<file path="src/lcdl_pkg.sv">
// lcdl_pkg: constants, types and settings records shared by the display loader blocks
package lcdl_pkg;

  // seven-bit slave address, top six bits fixed, lsb from the strap
  localparam logic [5:0] SLAVE_ADDR_HI  = 6'h1F;
  localparam int         RAM_DEPTH      = 24;
  localparam logic [4:0] PTR_LAST       = 5'h17;
  localparam logic [4:0] PTR_RESET      = 5'h00;
  localparam logic [2:0] SUBADDR_RESET  = 3'h0;

  // command opcode fields, matched on bits 6..0 of a command byte
  localparam int         CMD_CONT_BIT   = 7;
  localparam logic [1:0] OPC_MODE_SET   = 2'h2;
  localparam logic [1:0] OPC_LOAD_PTR   = 2'h0;
  localparam logic [3:0] OPC_DEV_SEL    = 4'hC;
  localparam logic [4:0] OPC_BANK_SEL   = 5'h1E;
  localparam logic [3:0] OPC_BLINK      = 4'hE;

  // drive mode codes as carried in the mode set command
  localparam logic [1:0] MODE_STATIC    = 2'h1;
  localparam logic [1:0] MODE_MUX2      = 2'h2;
  localparam logic [1:0] MODE_MUX3      = 2'h3;
  localparam logic [1:0] MODE_MUX4      = 2'h0;

  // blink frequency codes
  localparam logic [1:0] BLINK_OFF      = 2'h0;
  localparam logic [1:0] BLINK_2HZ      = 2'h1;
  localparam logic [1:0] BLINK_1HZ      = 2'h2;
  localparam logic [1:0] BLINK_HALF_HZ  = 2'h3;

  // clock-to-blink ratios, normal and power-saving
  localparam int RATIO_N_2HZ  = 92160;
  localparam int RATIO_N_1HZ  = 184320;
  localparam int RATIO_N_05HZ = 368640;
  localparam int RATIO_P_2HZ  = 15360;
  localparam int RATIO_P_1HZ  = 30720;
  localparam int RATIO_P_05HZ = 61440;

  // clock cycles per stored display bit; power-saving is six times slower
  localparam logic [2:0] STORE_STEP_NORMAL = 3'h1;
  localparam logic [2:0] STORE_STEP_SAVE   = 3'h6;

  localparam logic [4:0] MODE_SET_RESET  = 5'h00;
  localparam logic [2:0] BLINK_SET_RESET = 3'h0;
  localparam logic [1:0] BANK_SET_RESET  = 2'h0;

  typedef struct packed {
    logic       power_save;
    logic       display_en;
    logic       bias_half;
    logic [1:0] drive_mode;
  } lcdl_mode_t;

  typedef struct packed {
    logic       alternate;
    logic [1:0] freq;
  } lcdl_blink_t;

  typedef struct packed {
    logic in_alt;
    logic out_alt;
  } lcdl_bank_t;

  typedef logic [RAM_DEPTH-1:0][3:0] lcdl_ram_t;

endpackage

</file>
<file path="src/lcdl_blinker.sv">
// lcdl_blinker: blink phase divider from the system clock
`timescale 1ns/1ps
`default_nettype none
module lcdl_blinker
  import lcdl_pkg::*;
#(
  parameter int N_2HZ  = RATIO_N_2HZ,
  parameter int N_1HZ  = RATIO_N_1HZ,
  parameter int N_05HZ = RATIO_N_05HZ,
  parameter int P_2HZ  = RATIO_P_2HZ,
  parameter int P_1HZ  = RATIO_P_1HZ,
  parameter int P_05HZ = RATIO_P_05HZ
) (
  input  wire logic        clk,
  input  wire logic        rstn,
  input  wire lcdl_blink_t blink,
  input  wire logic        power_save,
  output logic             off_phase
);

  logic [18:0] count;
  logic [18:0] half_ratio;
  logic        wrap;

  // phase toggles every half period, so a full period spans the ratio
  assign half_ratio = (blink.freq == BLINK_2HZ) ? 19'((power_save ? P_2HZ : N_2HZ) / 2) :
                      (blink.freq == BLINK_1HZ) ? 19'((power_save ? P_1HZ : N_1HZ) / 2) :
                      19'((power_save ? P_05HZ : N_05HZ) / 2);
  assign wrap = (count >= half_ratio - 19'h00001);

  always_ff @(posedge clk or negedge rstn) begin
    if (!rstn) begin
      count     <= 19'h00000;
      off_phase <= 1'b0;
    end else if (blink.freq == BLINK_OFF) begin
      count     <= 19'h00000;
      off_phase <= 1'b0;
    end else if (wrap) begin
      count     <= 19'h00000;
      off_phase <= ~off_phase;
    end else begin
      count <= count + 19'h00001;
    end
  end

endmodule // lcdl_blinker
`default_nettype wire

</file>
<file path="src/lcdl_out_bank.sv">
// lcdl_out_bank: output bank selector feeding the display latch in multiplex order
`timescale 1ns/1ps
`default_nettype none
module lcdl_out_bank
  import lcdl_pkg::*;
(
  input  wire logic        clk,
  input  wire logic        rstn,
  input  wire lcdl_ram_t   ram,
  input  wire lcdl_mode_t  mode,
  input  wire lcdl_blink_t blink,
  input  wire logic        out_alt,
  input  wire logic        blink_off,
  input  wire logic        mux_step,
  output logic [23:0]      seg_data,
  output logic [1:0]       bp_phase
);

  logic [1:0] last_phase;
  logic       has_alt;
  logic       use_alt;
  logic [1:0] bit_sel;
  logic       blank;
  logic [1:0] next_phase;

  assign last_phase = (mode.drive_mode == MODE_STATIC) ? 2'h0 :
                      (mode.drive_mode == MODE_MUX2)   ? 2'h1 :
                      (mode.drive_mode == MODE_MUX3)   ? 2'h2 : 2'h3;
  assign has_alt = (mode.drive_mode == MODE_STATIC) || (mode.drive_mode == MODE_MUX2);
  // in static and two-backplane modes alternation swaps banks at the blink rate rather than blanking
  assign use_alt = has_alt && (out_alt ^ (blink.alternate && blink_off));
  assign bit_sel = use_alt ? (next_phase + 2'h2) : next_phase;
  assign blank   = !mode.display_en || (!blink.alternate && blink_off);
  assign next_phase = (!mux_step) ? ((bp_phase > last_phase) ? 2'h0 : bp_phase) :
                      (bp_phase >= last_phase) ? 2'h0 : bp_phase + 2'h1;

  always_ff @(posedge clk or negedge rstn) begin
    if (!rstn) begin
      bp_phase <= 2'h0;
    end else begin
      bp_phase <= next_phase;
    end
  end

  genvar s;
  generate
    for (s = 0; s < RAM_DEPTH; s++) begin : g_seg
      always_ff @(posedge clk or negedge rstn) begin
        if (!rstn) begin
          seg_data[s] <= 1'b0;
        end else begin
          seg_data[s] <= blank ? 1'b0 : ram[s][bit_sel];
        end
      end
    end
  endgenerate

endmodule // lcdl_out_bank
`default_nettype wire

</file>
<file path="src/lcdl_loader.sv">
// lcdl_loader: receive-only two-wire slave, command decoder, display RAM and cascade subaddressing
`timescale 1ns/1ps
`default_nettype none
module lcdl_loader
  import lcdl_pkg::*;
#(
  parameter int N_2HZ  = RATIO_N_2HZ,
  parameter int N_1HZ  = RATIO_N_1HZ,
  parameter int N_05HZ = RATIO_N_05HZ,
  parameter int P_2HZ  = RATIO_P_2HZ,
  parameter int P_1HZ  = RATIO_P_1HZ,
  parameter int P_05HZ = RATIO_P_05HZ
) (
  input  wire logic  clk,
  input  wire logic  rstn,
  input  wire logic  scl_in,
  output logic       scl_out,
  output logic       scl_oe,
  input  wire logic  sda_in,
  output logic       sda_out,
  output logic       sda_oe,
  input  wire logic  hw_subaddr_bit_lo,
  input  wire logic  hw_subaddr_bit_mid,
  input  wire logic  hw_subaddr_bit_hi,
  input  wire logic  slave_addr_lsb_strap,
  input  wire logic  mux_step,
  output logic [23:0] seg_data,
  output logic [1:0] bp_phase,
  output lcdl_mode_t mode,
  output logic       blink_off
);

  typedef enum logic [2:0] {LCDL_IDLE, LCDL_ADDR, LCDL_CMD, LCDL_DATA, LCDL_SKIP} lcdl_state_t;

  lcdl_state_t state;
  logic        scl_q;
  logic        sda_q;
  logic [3:0]  bit_cnt;
  logic [7:0]  shreg;
  logic        ack_phase;
  logic        byte_pulse;
  logic [7:0]  byte_val;
  logic        byte_is_cmd;

  lcdl_blink_t blink;
  lcdl_bank_t  bank;
  lcdl_ram_t   ram;
  logic [4:0]  ptr;
  logic [2:0]  subaddr;
  logic        busy;
  logic [7:0]  st_data;
  logic [3:0]  st_left;
  logic [1:0]  st_pos;
  logic [2:0]  st_wait;
  logic        stretch;

  logic        scl_rise;
  logic        scl_fall;
  logic        start_cond;
  logic        stop_cond;
  logic [2:0]  hw_subaddr;
  logic        sub_match;
  logic        addr_match;
  logic        ack_now;
  logic [1:0]  last_pos;
  logic [1:0]  bank_base;
  logic [1:0]  wr_bit;
  logic        step_now;
  logic        end_of_addr;
  logic        ptr_wrap;
  logic [4:0]  next_ptr;
  logic [2:0]  next_subaddr;
  logic        cmd_pulse;
  logic        data_pulse;
  logic        is_mode_set;
  logic        is_load_ptr;
  logic        is_dev_sel;
  logic        is_bank_sel;
  logic        is_blink;
  logic [2:0]  store_step;
  logic        ram_we;

  assign scl_rise   = scl_in & ~scl_q;
  assign scl_fall   = ~scl_in & scl_q;
  assign start_cond = scl_in & scl_q & sda_q & ~sda_in;
  assign stop_cond  = scl_in & scl_q & ~sda_q & sda_in;
  assign hw_subaddr = {hw_subaddr_bit_hi, hw_subaddr_bit_mid, hw_subaddr_bit_lo};
  assign sub_match  = (subaddr == hw_subaddr);
  // judged at the fall after bit 8, when shreg holds the seven address bits and the write bit
  assign addr_match = (shreg[7:1] == {SLAVE_ADDR_HI, slave_addr_lsb_strap}) && !shreg[0];
  assign ack_now    = (state == LCDL_ADDR) ? addr_match :
                      (state == LCDL_CMD)  ? 1'b1 :
                      (state == LCDL_DATA) ? sub_match : 1'b0;

  // the device only ever pulls the lines low, so no pull-up level is ever driven
  assign sda_out = 1'b0;
  assign scl_out = 1'b0;
  assign scl_oe  = stretch;

  // two-wire receiver; the device only ever pulls SDA low for acknowledge
  always_ff @(posedge clk or negedge rstn) begin
    if (!rstn) begin
      scl_q       <= 1'b1;
      sda_q       <= 1'b1;
      state       <= LCDL_IDLE;
      bit_cnt     <= 4'h0;
      shreg       <= 8'h00;
      ack_phase   <= 1'b0;
      sda_oe      <= 1'b0;
      byte_pulse  <= 1'b0;
      byte_val    <= 8'h00;
      byte_is_cmd <= 1'b0;
    end else begin
      scl_q      <= scl_in;
      sda_q      <= sda_in;
      byte_pulse <= 1'b0;
      if (start_cond) begin
        state     <= LCDL_ADDR;
        bit_cnt   <= 4'h0;
        ack_phase <= 1'b0;
        sda_oe    <= 1'b0;
      end else if (stop_cond) begin
        state     <= LCDL_IDLE;
        ack_phase <= 1'b0;
        sda_oe    <= 1'b0;
      end else if (state != LCDL_IDLE && state != LCDL_SKIP) begin
        if (scl_rise && bit_cnt < 4'h8) begin
          shreg   <= {shreg[6:0], sda_in};
          bit_cnt <= bit_cnt + 4'h1;
        end else if (scl_fall && bit_cnt == 4'h8 && !ack_phase) begin
          ack_phase <= 1'b1;
          sda_oe    <= ack_now;
          if (state != LCDL_ADDR) begin
            byte_pulse  <= 1'b1;
            byte_val    <= shreg;
            byte_is_cmd <= (state == LCDL_CMD);
          end
        end else if (scl_fall && ack_phase) begin
          // release only after the ninth clock has fallen
          ack_phase <= 1'b0;
          sda_oe    <= 1'b0;
          bit_cnt   <= 4'h0;
          if (state == LCDL_ADDR) begin
            state <= addr_match ? LCDL_CMD : LCDL_SKIP;
          end else if (state == LCDL_CMD && !byte_val[CMD_CONT_BIT]) begin
            state <= LCDL_DATA;
          end
        end
      end
    end
  end

  // store engine: one display bit per step so a pointer overflow can fall mid-byte
  assign last_pos  = (mode.drive_mode == MODE_STATIC) ? 2'h0 :
                     (mode.drive_mode == MODE_MUX2)   ? 2'h1 :
                     (mode.drive_mode == MODE_MUX3)   ? 2'h2 : 2'h3;
  assign bank_base = (bank.in_alt && (mode.drive_mode == MODE_STATIC || mode.drive_mode == MODE_MUX2))
                     ? 2'h2 : 2'h0;
  assign wr_bit    = st_pos + bank_base;
  assign step_now  = busy && (st_wait == 3'h1);
  // a partly filled address (three backplanes) still moves the pointer on
  assign end_of_addr = (st_pos == last_pos) || (st_left == 4'h1 && st_pos != 2'h0);
  assign ptr_wrap  = (ptr >= PTR_LAST);
  assign next_ptr  = ptr_wrap ? PTR_RESET : ptr + 5'h01;
  assign next_subaddr = ptr_wrap ? subaddr + 3'h1 : subaddr;
  assign ram_we    = step_now && sub_match;

  // opcodes are matched on bits 6..0; the continuation bit plays no part here
  assign cmd_pulse   = byte_pulse && byte_is_cmd;
  assign data_pulse  = byte_pulse && !byte_is_cmd;
  assign is_mode_set = (byte_val[6:5] == OPC_MODE_SET);
  assign is_load_ptr = (byte_val[6:5] == OPC_LOAD_PTR);
  assign is_dev_sel  = (byte_val[6:3] == OPC_DEV_SEL);
  assign is_bank_sel = (byte_val[6:2] == OPC_BANK_SEL);
  assign is_blink    = (byte_val[6:3] == OPC_BLINK);
  // power-saving runs the store six times slower, which is what makes stretching necessary
  assign store_step  = mode.power_save ? STORE_STEP_SAVE : STORE_STEP_NORMAL;

  always_ff @(posedge clk or negedge rstn) begin
    if (!rstn) begin
      mode    <= MODE_SET_RESET;
      blink   <= BLINK_SET_RESET;
      bank    <= BANK_SET_RESET;
      ptr     <= PTR_RESET;
      subaddr <= SUBADDR_RESET;
      busy    <= 1'b0;
      st_data <= 8'h00;
      st_left <= 4'h0;
      st_pos  <= 2'h0;
      st_wait <= 3'h0;
      ram     <= '0;
    end else if (cmd_pulse) begin
      if (is_mode_set) begin
        mode <= byte_val[4:0];
      end else if (is_load_ptr) begin
        ptr <= byte_val[4:0];
      end else if (is_dev_sel) begin
        subaddr <= byte_val[2:0];
      end else if (is_bank_sel) begin
        bank <= byte_val[1:0];
      end else if (is_blink) begin
        blink <= byte_val[2:0];
      end
    end else if (data_pulse) begin
      busy    <= 1'b1;
      st_data <= byte_val;
      st_left <= 4'h8;
      st_pos  <= 2'h0;
      st_wait <= store_step;
    end else if (step_now) begin
      // msb of the byte lands first, at the lowest bit of the bank
      if (ram_we) begin
        ram[ptr][wr_bit] <= st_data[7];
      end
      st_data <= {st_data[6:0], 1'b0};
      st_left <= st_left - 4'h1;
      st_wait <= store_step;
      if (end_of_addr) begin
        ptr     <= next_ptr;
        subaddr <= next_subaddr;
        st_pos  <= 2'h0;
      end else begin
        st_pos <= st_pos + 2'h1;
      end
      if (st_left == 4'h1) begin
        busy <= 1'b0;
      end
    end else if (busy) begin
      st_wait <= st_wait - 3'h1;
    end
  end

  // stretch from the end of the acknowledge clock until the store finishes
  always_ff @(posedge clk or negedge rstn) begin
    if (!rstn) begin
      stretch <= 1'b0;
    end else if (!busy || stop_cond || start_cond) begin
      stretch <= 1'b0;
    end else if (scl_fall && ack_phase) begin
      stretch <= 1'b1;
    end
  end

  lcdl_blinker #(
    .N_2HZ  (N_2HZ),
    .N_1HZ  (N_1HZ),
    .N_05HZ (N_05HZ),
    .P_2HZ  (P_2HZ),
    .P_1HZ  (P_1HZ),
    .P_05HZ (P_05HZ)
  ) u_blinker (
    .clk        (clk),
    .rstn       (rstn),
    .blink      (blink),
    .power_save (mode.power_save),
    .off_phase  (blink_off)
  );

  lcdl_out_bank u_out_bank (
    .clk       (clk),
    .rstn      (rstn),
    .ram       (ram),
    .mode      (mode),
    .blink     (blink),
    .out_alt   (bank.out_alt),
    .blink_off (blink_off),
    .mux_step  (mux_step),
    .seg_data  (seg_data),
    .bp_phase  (bp_phase)
  );

endmodule // lcdl_loader
`default_nettype wire

</file>
<file path="config.mk">
export PLATFORM = sky130hd
export DESIGN_NAME = lcdl_loader
export DESIGN_NICKNAME = d
export VERILOG_FILES = /design/src/lcdl_pkg.sv /design/src/lcdl_blinker.sv /design/src/lcdl_out_bank.sv /design/src/lcdl_loader.sv
export SDC_FILE = /design/constraint.sdc
export NUM_CORES = 1
export LEC_CHECK = 0
export BUFFER_PORTS_ARGS = -buffer_cell sky130_fd_sc_hd__buf_2
export CAP_MARGIN = 25
export CORE_ASPECT_RATIO = 1.5
export CORE_MARGIN = 1.5
export CORE_UTILIZATION = 63
export CTS_CLUSTER_DIAMETER = 30
export DETAILED_ROUTE_END_ITERATION = 8
export GPL_ROUTABILITY_DRIVEN = 0
export GPL_TIMING_DRIVEN = 0
export HOLD_SLACK_MARGIN = 0.08
export PLACE_DENSITY = 0.88
export SLEW_MARGIN = 20
export SYNTH_ARGS = -nofsm -noshare
export SYNTH_HDL_FRONTEND = slang
export SYNTH_SLANG_ARGS = --single-unit
</file>
<file path="constraint.sdc">
create_clock -name clk -period 3.9 [get_ports clk]
set_input_delay 0.585 -clock clk [delete_from_list [all_inputs] [get_ports clk]]
set_output_delay 0.585 -clock clk [all_outputs]
set_load 0.05 [all_outputs]
</file>
* Word-level counts from Yosys, hierarchy flattened
Cells that the tools add are included.
** Cells by class
- Add/sub/neg operators :: 14
- $mul :: 0
- Divide/modulo/power cells :: 0
- $lt $le $gt $ge :: 10
- Equal/unequal tests :: 29
- Shifts and indexed selects :: 0
- Mux-type cells :: 160
- Bitwise operators :: 25
- Reduce and logical (&&, ||, !) cells :: 62
** Operators with widths (number)
- $bwmux W96 :: 1
- $mux W19 :: 5
- $mux W1 :: 77
- $mux W3 :: 21
- $add A19 B1 Y19 :: 3
- $bmux W1 S2 :: 24
- $mux W4 :: 9
- $mux W5 :: 7
- $demux W4 S5 :: 1
- $mux W2 :: 10
- $add A19 B1 Y19 const B :: 1
- $ge A19 B19 Y1 :: 1
- $sub A19 B1 Y19 const B :: 1
- $logic_and A1 B1 Y1 :: 18
- $mux W18 :: 1
- $reduce_bool A2 Y1 :: 9
- $mux W17 :: 1
- $mux W8 :: 2
- $reduce_and A5 Y1 :: 3
- $reduce_bool A3 Y1 :: 5
- $not A1 Y1 :: 14
- $eq A4 B4 Y1 const B :: 3
- $ne A3 B3 Y1 const B :: 4
- $reduce_and A4 Y1 :: 3
- 40 further kinds :: 76
** Storage, ports and cells
- Register bits :: 208
- Bits in latches :: 0
- RAM bits :: 0
- Bits in read-only memories :: 0
- Bits of input ports :: 9
- Output and inout port bits :: 36
- Memories :: 0

* Logic depth before layout (Yosys ltp)
- Depth in word-level cells :: 12
- Mapped depth :: 11
- Mapped depth without buffers :: 9

* By module
From an unflattened synthesis, not the netlist that was laid out.
** Unflattened totals
- Cell total of the unflattened synthesis :: 1075
- Area, all modules :: 11238.3 µm²
** By module, submodules not included
- lcdl_loader :: instances 1, cells each 684, area each 7708.6 µm², sequential area each 4056.4 µm²
- lcdl_out_bank :: instances 1, cells each 259, area each 2253.4 µm², sequential area each 650.6 µm²
- lcdl_blinker :: instances 1, cells each 132, area each 1276.2 µm², sequential area each 500.5 µm²

* Worst setup path before layout
Ideal clock, no wire load.
- Kind :: reg-to-reg
- Start point :: register, netlist name mode[1]
- End point :: register u_out_bank.seg_data[11]
- Arrival :: 2.640 ns
- Data required time :: 3.821 ns
- Slack :: 1.180 ns
- Stages on the path, launching flop included :: 12
- Path buffers :: 2
- Path through :: dfrtp_1 > inv_1 > ha_1 > inv_1 > ha_1 > nor2b_1 > o32a_1 > clkbuf_1 > clkbuf_1 > a21boi_0 > o21ai_0 > mux2i_1
** On the way
- Longest elaborated chain between the ends :: 12
- Elaborated cells between the ends (all ways) :: 18
- Classes of those cells :: 1 x add/sub; 2 x order compare; 3 x eq/ne; 10 x mux; 2 x reduce/logical
** Ends and longest elaborated chain
- $eq A2 B2 Y1 :: line lcdl_out_bank.sv:28 : (mode.drive_mode == MODE_MUX3) ? 2'h2 : 2'h3;
- $mux W1 :: line lcdl_out_bank.sv:28
- $mux W2 :: line lcdl_out_bank.sv:27 : (mode.drive_mode == MODE_MUX2) ? 2'h1 :
- $mux W2 :: line lcdl_out_bank.sv:26 : assign last_phase = (mode.drive_mode == MODE_STATIC) ? 2'h0 :
- $gt A2 B2 Y1 / $ge A2 B2 Y1 (equally long branches) :: line lcdl_out_bank.sv:34, lcdl_out_bank.sv:35
- $mux W2 (on tied branches) :: line lcdl_out_bank.sv:34, lcdl_out_bank.sv:35
- $mux W2 :: line lcdl_out_bank.sv:34 : assign next_phase = (!mux_step) ? ((bp_phase > last_phase) ? 2'h0 : bp_phase) :
- $add A2 B2 Y2 :: line lcdl_out_bank.sv:32 : assign bit_sel = use_alt ? (next_phase + 2'h2) : next_phase;
- $mux W2 * :: line lcdl_out_bank.sv:32
- $bmux W1 S2 * :: line lcdl_out_bank.sv:52 : seg_data[s] <= blank ? 1'b0 : ram[s][bit_sel];
- $mux W1 (implied by the code) * :: line lcdl_out_bank.sv:52
- $mux W1 * :: line lcdl_out_bank.sv:52
- end signal, assigned by index :: line lcdl_out_bank.sv:52
- end, declared :: line lcdl_out_bank.sv:15 : output logic [23:0] seg_data,
Mark *: on every way between the ends. The rest lies on a longest branch, timed or not. The select of a mux whose other input is x is not followed.
A chain may end at the register's enable or synchronous reset.

* Worst setup path in the final report
- Start point :: register, netlist name mode[1]
- End point :: register u_out_bank.seg_data[23]
** On the way
- Longest elaborated chain between the ends :: 12
- Elaborated cells between the ends (all ways) :: 18
- Classes of those cells :: 1 x add/sub; 2 x order compare; 3 x eq/ne; 10 x mux; 2 x reduce/logical
** Ends and longest elaborated chain (line)
- $eq A2 B2 Y1 :: lcdl_out_bank.sv:28
- $mux W1 :: lcdl_out_bank.sv:28
- $mux W2 :: lcdl_out_bank.sv:27
- $mux W2 :: lcdl_out_bank.sv:26
- $gt A2 B2 Y1 / $ge A2 B2 Y1 (equally long branches) :: lcdl_out_bank.sv:34, lcdl_out_bank.sv:35
- $mux W2 (on tied branches) :: lcdl_out_bank.sv:34, lcdl_out_bank.sv:35
- $mux W2 :: lcdl_out_bank.sv:34
- $add A2 B2 Y2 :: lcdl_out_bank.sv:32
- $mux W2 * :: lcdl_out_bank.sv:32
- $bmux W1 S2 * :: lcdl_out_bank.sv:52
- $mux W1 (implied by the code) * :: lcdl_out_bank.sv:52
- $mux W1 * :: lcdl_out_bank.sv:52
Marked as above.

==> impl_metrics.tcl <==
set metrics [dict create \
    grt_setup_unrepaired "false" \
    critPathCaptureType "flop" \
    synth_top_family_by_area "simple AND/OR/NAND/NOR gates" \
    criticalPathCategory "flop to flop" \
    hold_slack_ns 0.216 \
    ctsHtreeMaxLevel 2 \
    rrSetupSlack_ns 0.50 \
    finClkSkew_ns 0.0100 \
    finalNonFillerCells 1368 \
    synthAdderAreaFrac 0.0313 \
    synthSimpleGateAreaFrac 0.168 \
    period_share 0.873 \
    rr_startpoint "mode[1]" \
    post_cts_resized 0 \
    synthXorXnorAreaFrac 0.0268 \
    area_growth_pct 16.6 \
    final_cell_area_mm2 0.0126 \
    arrival_ns 3.75 \
    yosysUniqueCellTypes 68 \
    crit_path_end "u_out_bank.seg_data[23]" \
    clock_latency_ns 0.48 \
    die-area_mm2 0.0179 \
    globalRoute.totalOverflow 0 \
    avgSynthCellArea_um2 10.3 \
    mostFrequentLayoutCell "dfrtp_1" \
    cts_num_sinks 208 \
    io_buffers 42 \
    cpMaxStageDelayCell "dfrtp_1" \
    clkTransAtPathRegs_ns 0.05 \
    dp.cells 1303 \
    p_sw_mw 2.03 \
    worstMarginPinSlew_ns 0.865 \
    clock_path_buffers 3 \
    drtPass1Iterations 5 \
    switching_share 0.298 \
    synth-edff-count 0 \
    drc 0 \
    wl_um 27100 \
    yosysWarnings 0 \
    io_pins 45 \
    synth_area_mm2 0.0108 \
    crit_path_max_fanout 10 \
    vias 8475 \
    syn-instance-count 1048 \
    worstPathCellList "inv_1, ha_1, inv_1, ha_1, nor2b_1, o32a_1, clkbuf_1, clkbuf_1, a21boi_0, o21ai_0, mux2i_1" \
    ant_nets 0 \
    muxShareOfSynthArea 0.152 \
    comb_power_share 0.176 \
    clockRootBuffer "clkbuf_16" \
    setup_viol 0 \
    pwr-share-clk 0.463 \
    p_per_area_mw_per_mm2 543 \
    ys_ff_latch 208 \
    period_needed_ns 3.40 \
    cp.required_ns 4.25 \
    worst_setup_path_start_kind "flop" \
    dieHeight_um 163 \
    vias_per_cell 6.20 \
    seq_area_frac_synth 0.482 \
    core.rowCount 58 \
    intPower_mw 4.80 \
    outcome "finished clean" \
    final_cell_mix "dfrtp_1 (206), nand2_1 (126), mux2_2 (118)" \
    power_leakage_nw 6.04 \
    placed_cell_area_mm2 0.0113 \
    synthArstFlopShare 1.00 \
    initial_core_util 0.644 \
    seqPwrFrac 0.361 \
    chipWidth_um 110 \
    synthFlopType "dfrtp_1" \
    grt_start_max_net_pins 84 \
    maxCapViolCount 0 \
    hold_viol 0 \
    wire_per_inst_um 19.8 \
    slew_violations 0 \
    slowest_delay_ns 0.43 \
    fmax_mhz 294 \
    startpoint "mode[1]" \
    irDropWorstVdd_v 0.000420 \
    diodes 0 \
    hold_path.class "input port to flop" \
    drt_iter0_markers 595 \
    grt_pass1_wl_um 44000 \
    numCtsBuffers 37 \
    synth-compound-area-share 0.104 \
    maxSlewHeadroom 0.420 \
    place_hpwl_um 18300 \
    core-area_mm2 0.0168 \
    fin_nets 1169 \
    grt_antenna_before_repair 0 \
    r2r_cells 11 \
    nFillCells 1064 \
    drive_gt1_frac 0.222 \
    grt_pass1_vias 8963 \
    r2r_end "u_out_bank.seg_data[23]" \
    cts_tree "yes" \
    grt_util_all_layers 0.317 \
]
[metrics by stage]
step | setup TNS [ns] | total power, mW | worst slack, ns | utilization
floorplan | 0 | 3.25 | 1.18 | -
global placement | -244.62 | 3.60 | -1.20 | 0.672
detailed placement | 0 | 3.65 | 0.632 | 0.677
CTS | 0 | 6.83 | 0.550 | 0.750
global route | 0 | 7.07 | 0.330 | 0.750
finish | 0 | 6.83 | 0.495 | 0.750
[metal layers]
metal  vias to the layer above  share of wire  wire length, um  global-route usage
met1                      4214           0.36             9700               0.344
met2                       320           0.53            14500               0.566
li1                       3828              -                -                   -
met3                       113          0.052             1400              0.0539
met5                         -              0                0                   0
met4                         0          0.055             1490               0.192
[cells by family (layout without fill, tap and decap cells)]
family,after synthesis,after routing
AND/OR/NAND/NOR,366,366
AO/OA/AOI/OAI,176,176
buffers and inverters,90,199
flip-flops,208,208
other,2,3
adder cells (fa/ha/maj),27,27
XOR/XNOR,30,30
multiplexers,149,149
[timing repair]
item,in CTS,in global routing
endpoints found under the hold margin,59,0
setup buffers,0,0
hold buffers,1,0
[registers in the layout (all words and copies together) (netlist names), 5 cells and up]
| signal | count |
|---|---|
| ram | 96 |
| u_out_bank.seg_data | 24 |
| u_blinker.count | 19 |
| byte_val | 8 |
| shreg | 8 |
| st_data | 8 |
| mode | 5 |
| ptr | 5 |
[cell usage after synthesis, types with 13 or more instances]
library cell	n	area, um2
dfrtp_1	206	5150
nand2_1	126	473
mux2_2	118	1330
nor2_1	77	289
o21ai_0	59	295
and3_1	57	357
a21boi_0	50	375
clkbuf_1	46	173
ha_1	27	338
mux2i_1	27	270
nand3_1	25	125
inv_1	23	86.3
xnor2_1	15	131
a21oi_1	14	70.1
nor3_1	14	70.1
o21ai_1	13	65.1
xor2_1	13	114
[layout make-up]
class / instances / area (um2) / share of cell area
multi-input combinational: 751 / 5240 / 0.417
inverter: 23 / 86.3 / 0.00686
tap: 210 / 263 / 0.0209
clock buffer: 51 / 1040 / 0.0825
sequential: 208 / 5210 / 0.414
timing repair buffer: 45 / 285 / 0.0227
clock inverter: 13 / 176 / 0.0140
buffer: 67 / 284 / 0.0226
[worst min-delay path by stage]
stage,from,to,slack (ns),cells past startpoint
after floorplan,rstn,ack_phase,0.29,0
after global placement,ram[46],ram[46],0.46,1
after detailed placement,ram[34],ram[34],0.48,1
after CTS,scl_in,scl_q,0.21,1
after global routing,scl_in,scl_q,0.21,1
final,scl_in,scl_q,0.22,1
[worst max-delay path: cells and delay by family, from the launching register on]
family                     cells  cell delay (ns)
buffers and inverters          4             0.91
and+or+nand+nor                1             0.15
AOI/OAI and AO/OA              3             0.94
DFF                            1             0.43
adders and majority gates      2             0.70
muxes                          1             0.13
[power groups by stage]
stage	Sequential (mW)	Clock (mW)	Combinational, mW
3_3_place_gp	2.48	0	1.11
3_5_place_dp	2.49	0	1.16
4_1_cts	2.46	3.18	1.19
5_1_grt	2.48	3.29	1.30
6_report	2.46	3.16	1.20
2_1_floorplan	2.48	0	0.764
Note: power is estimated with default switching activity, not from simulation.
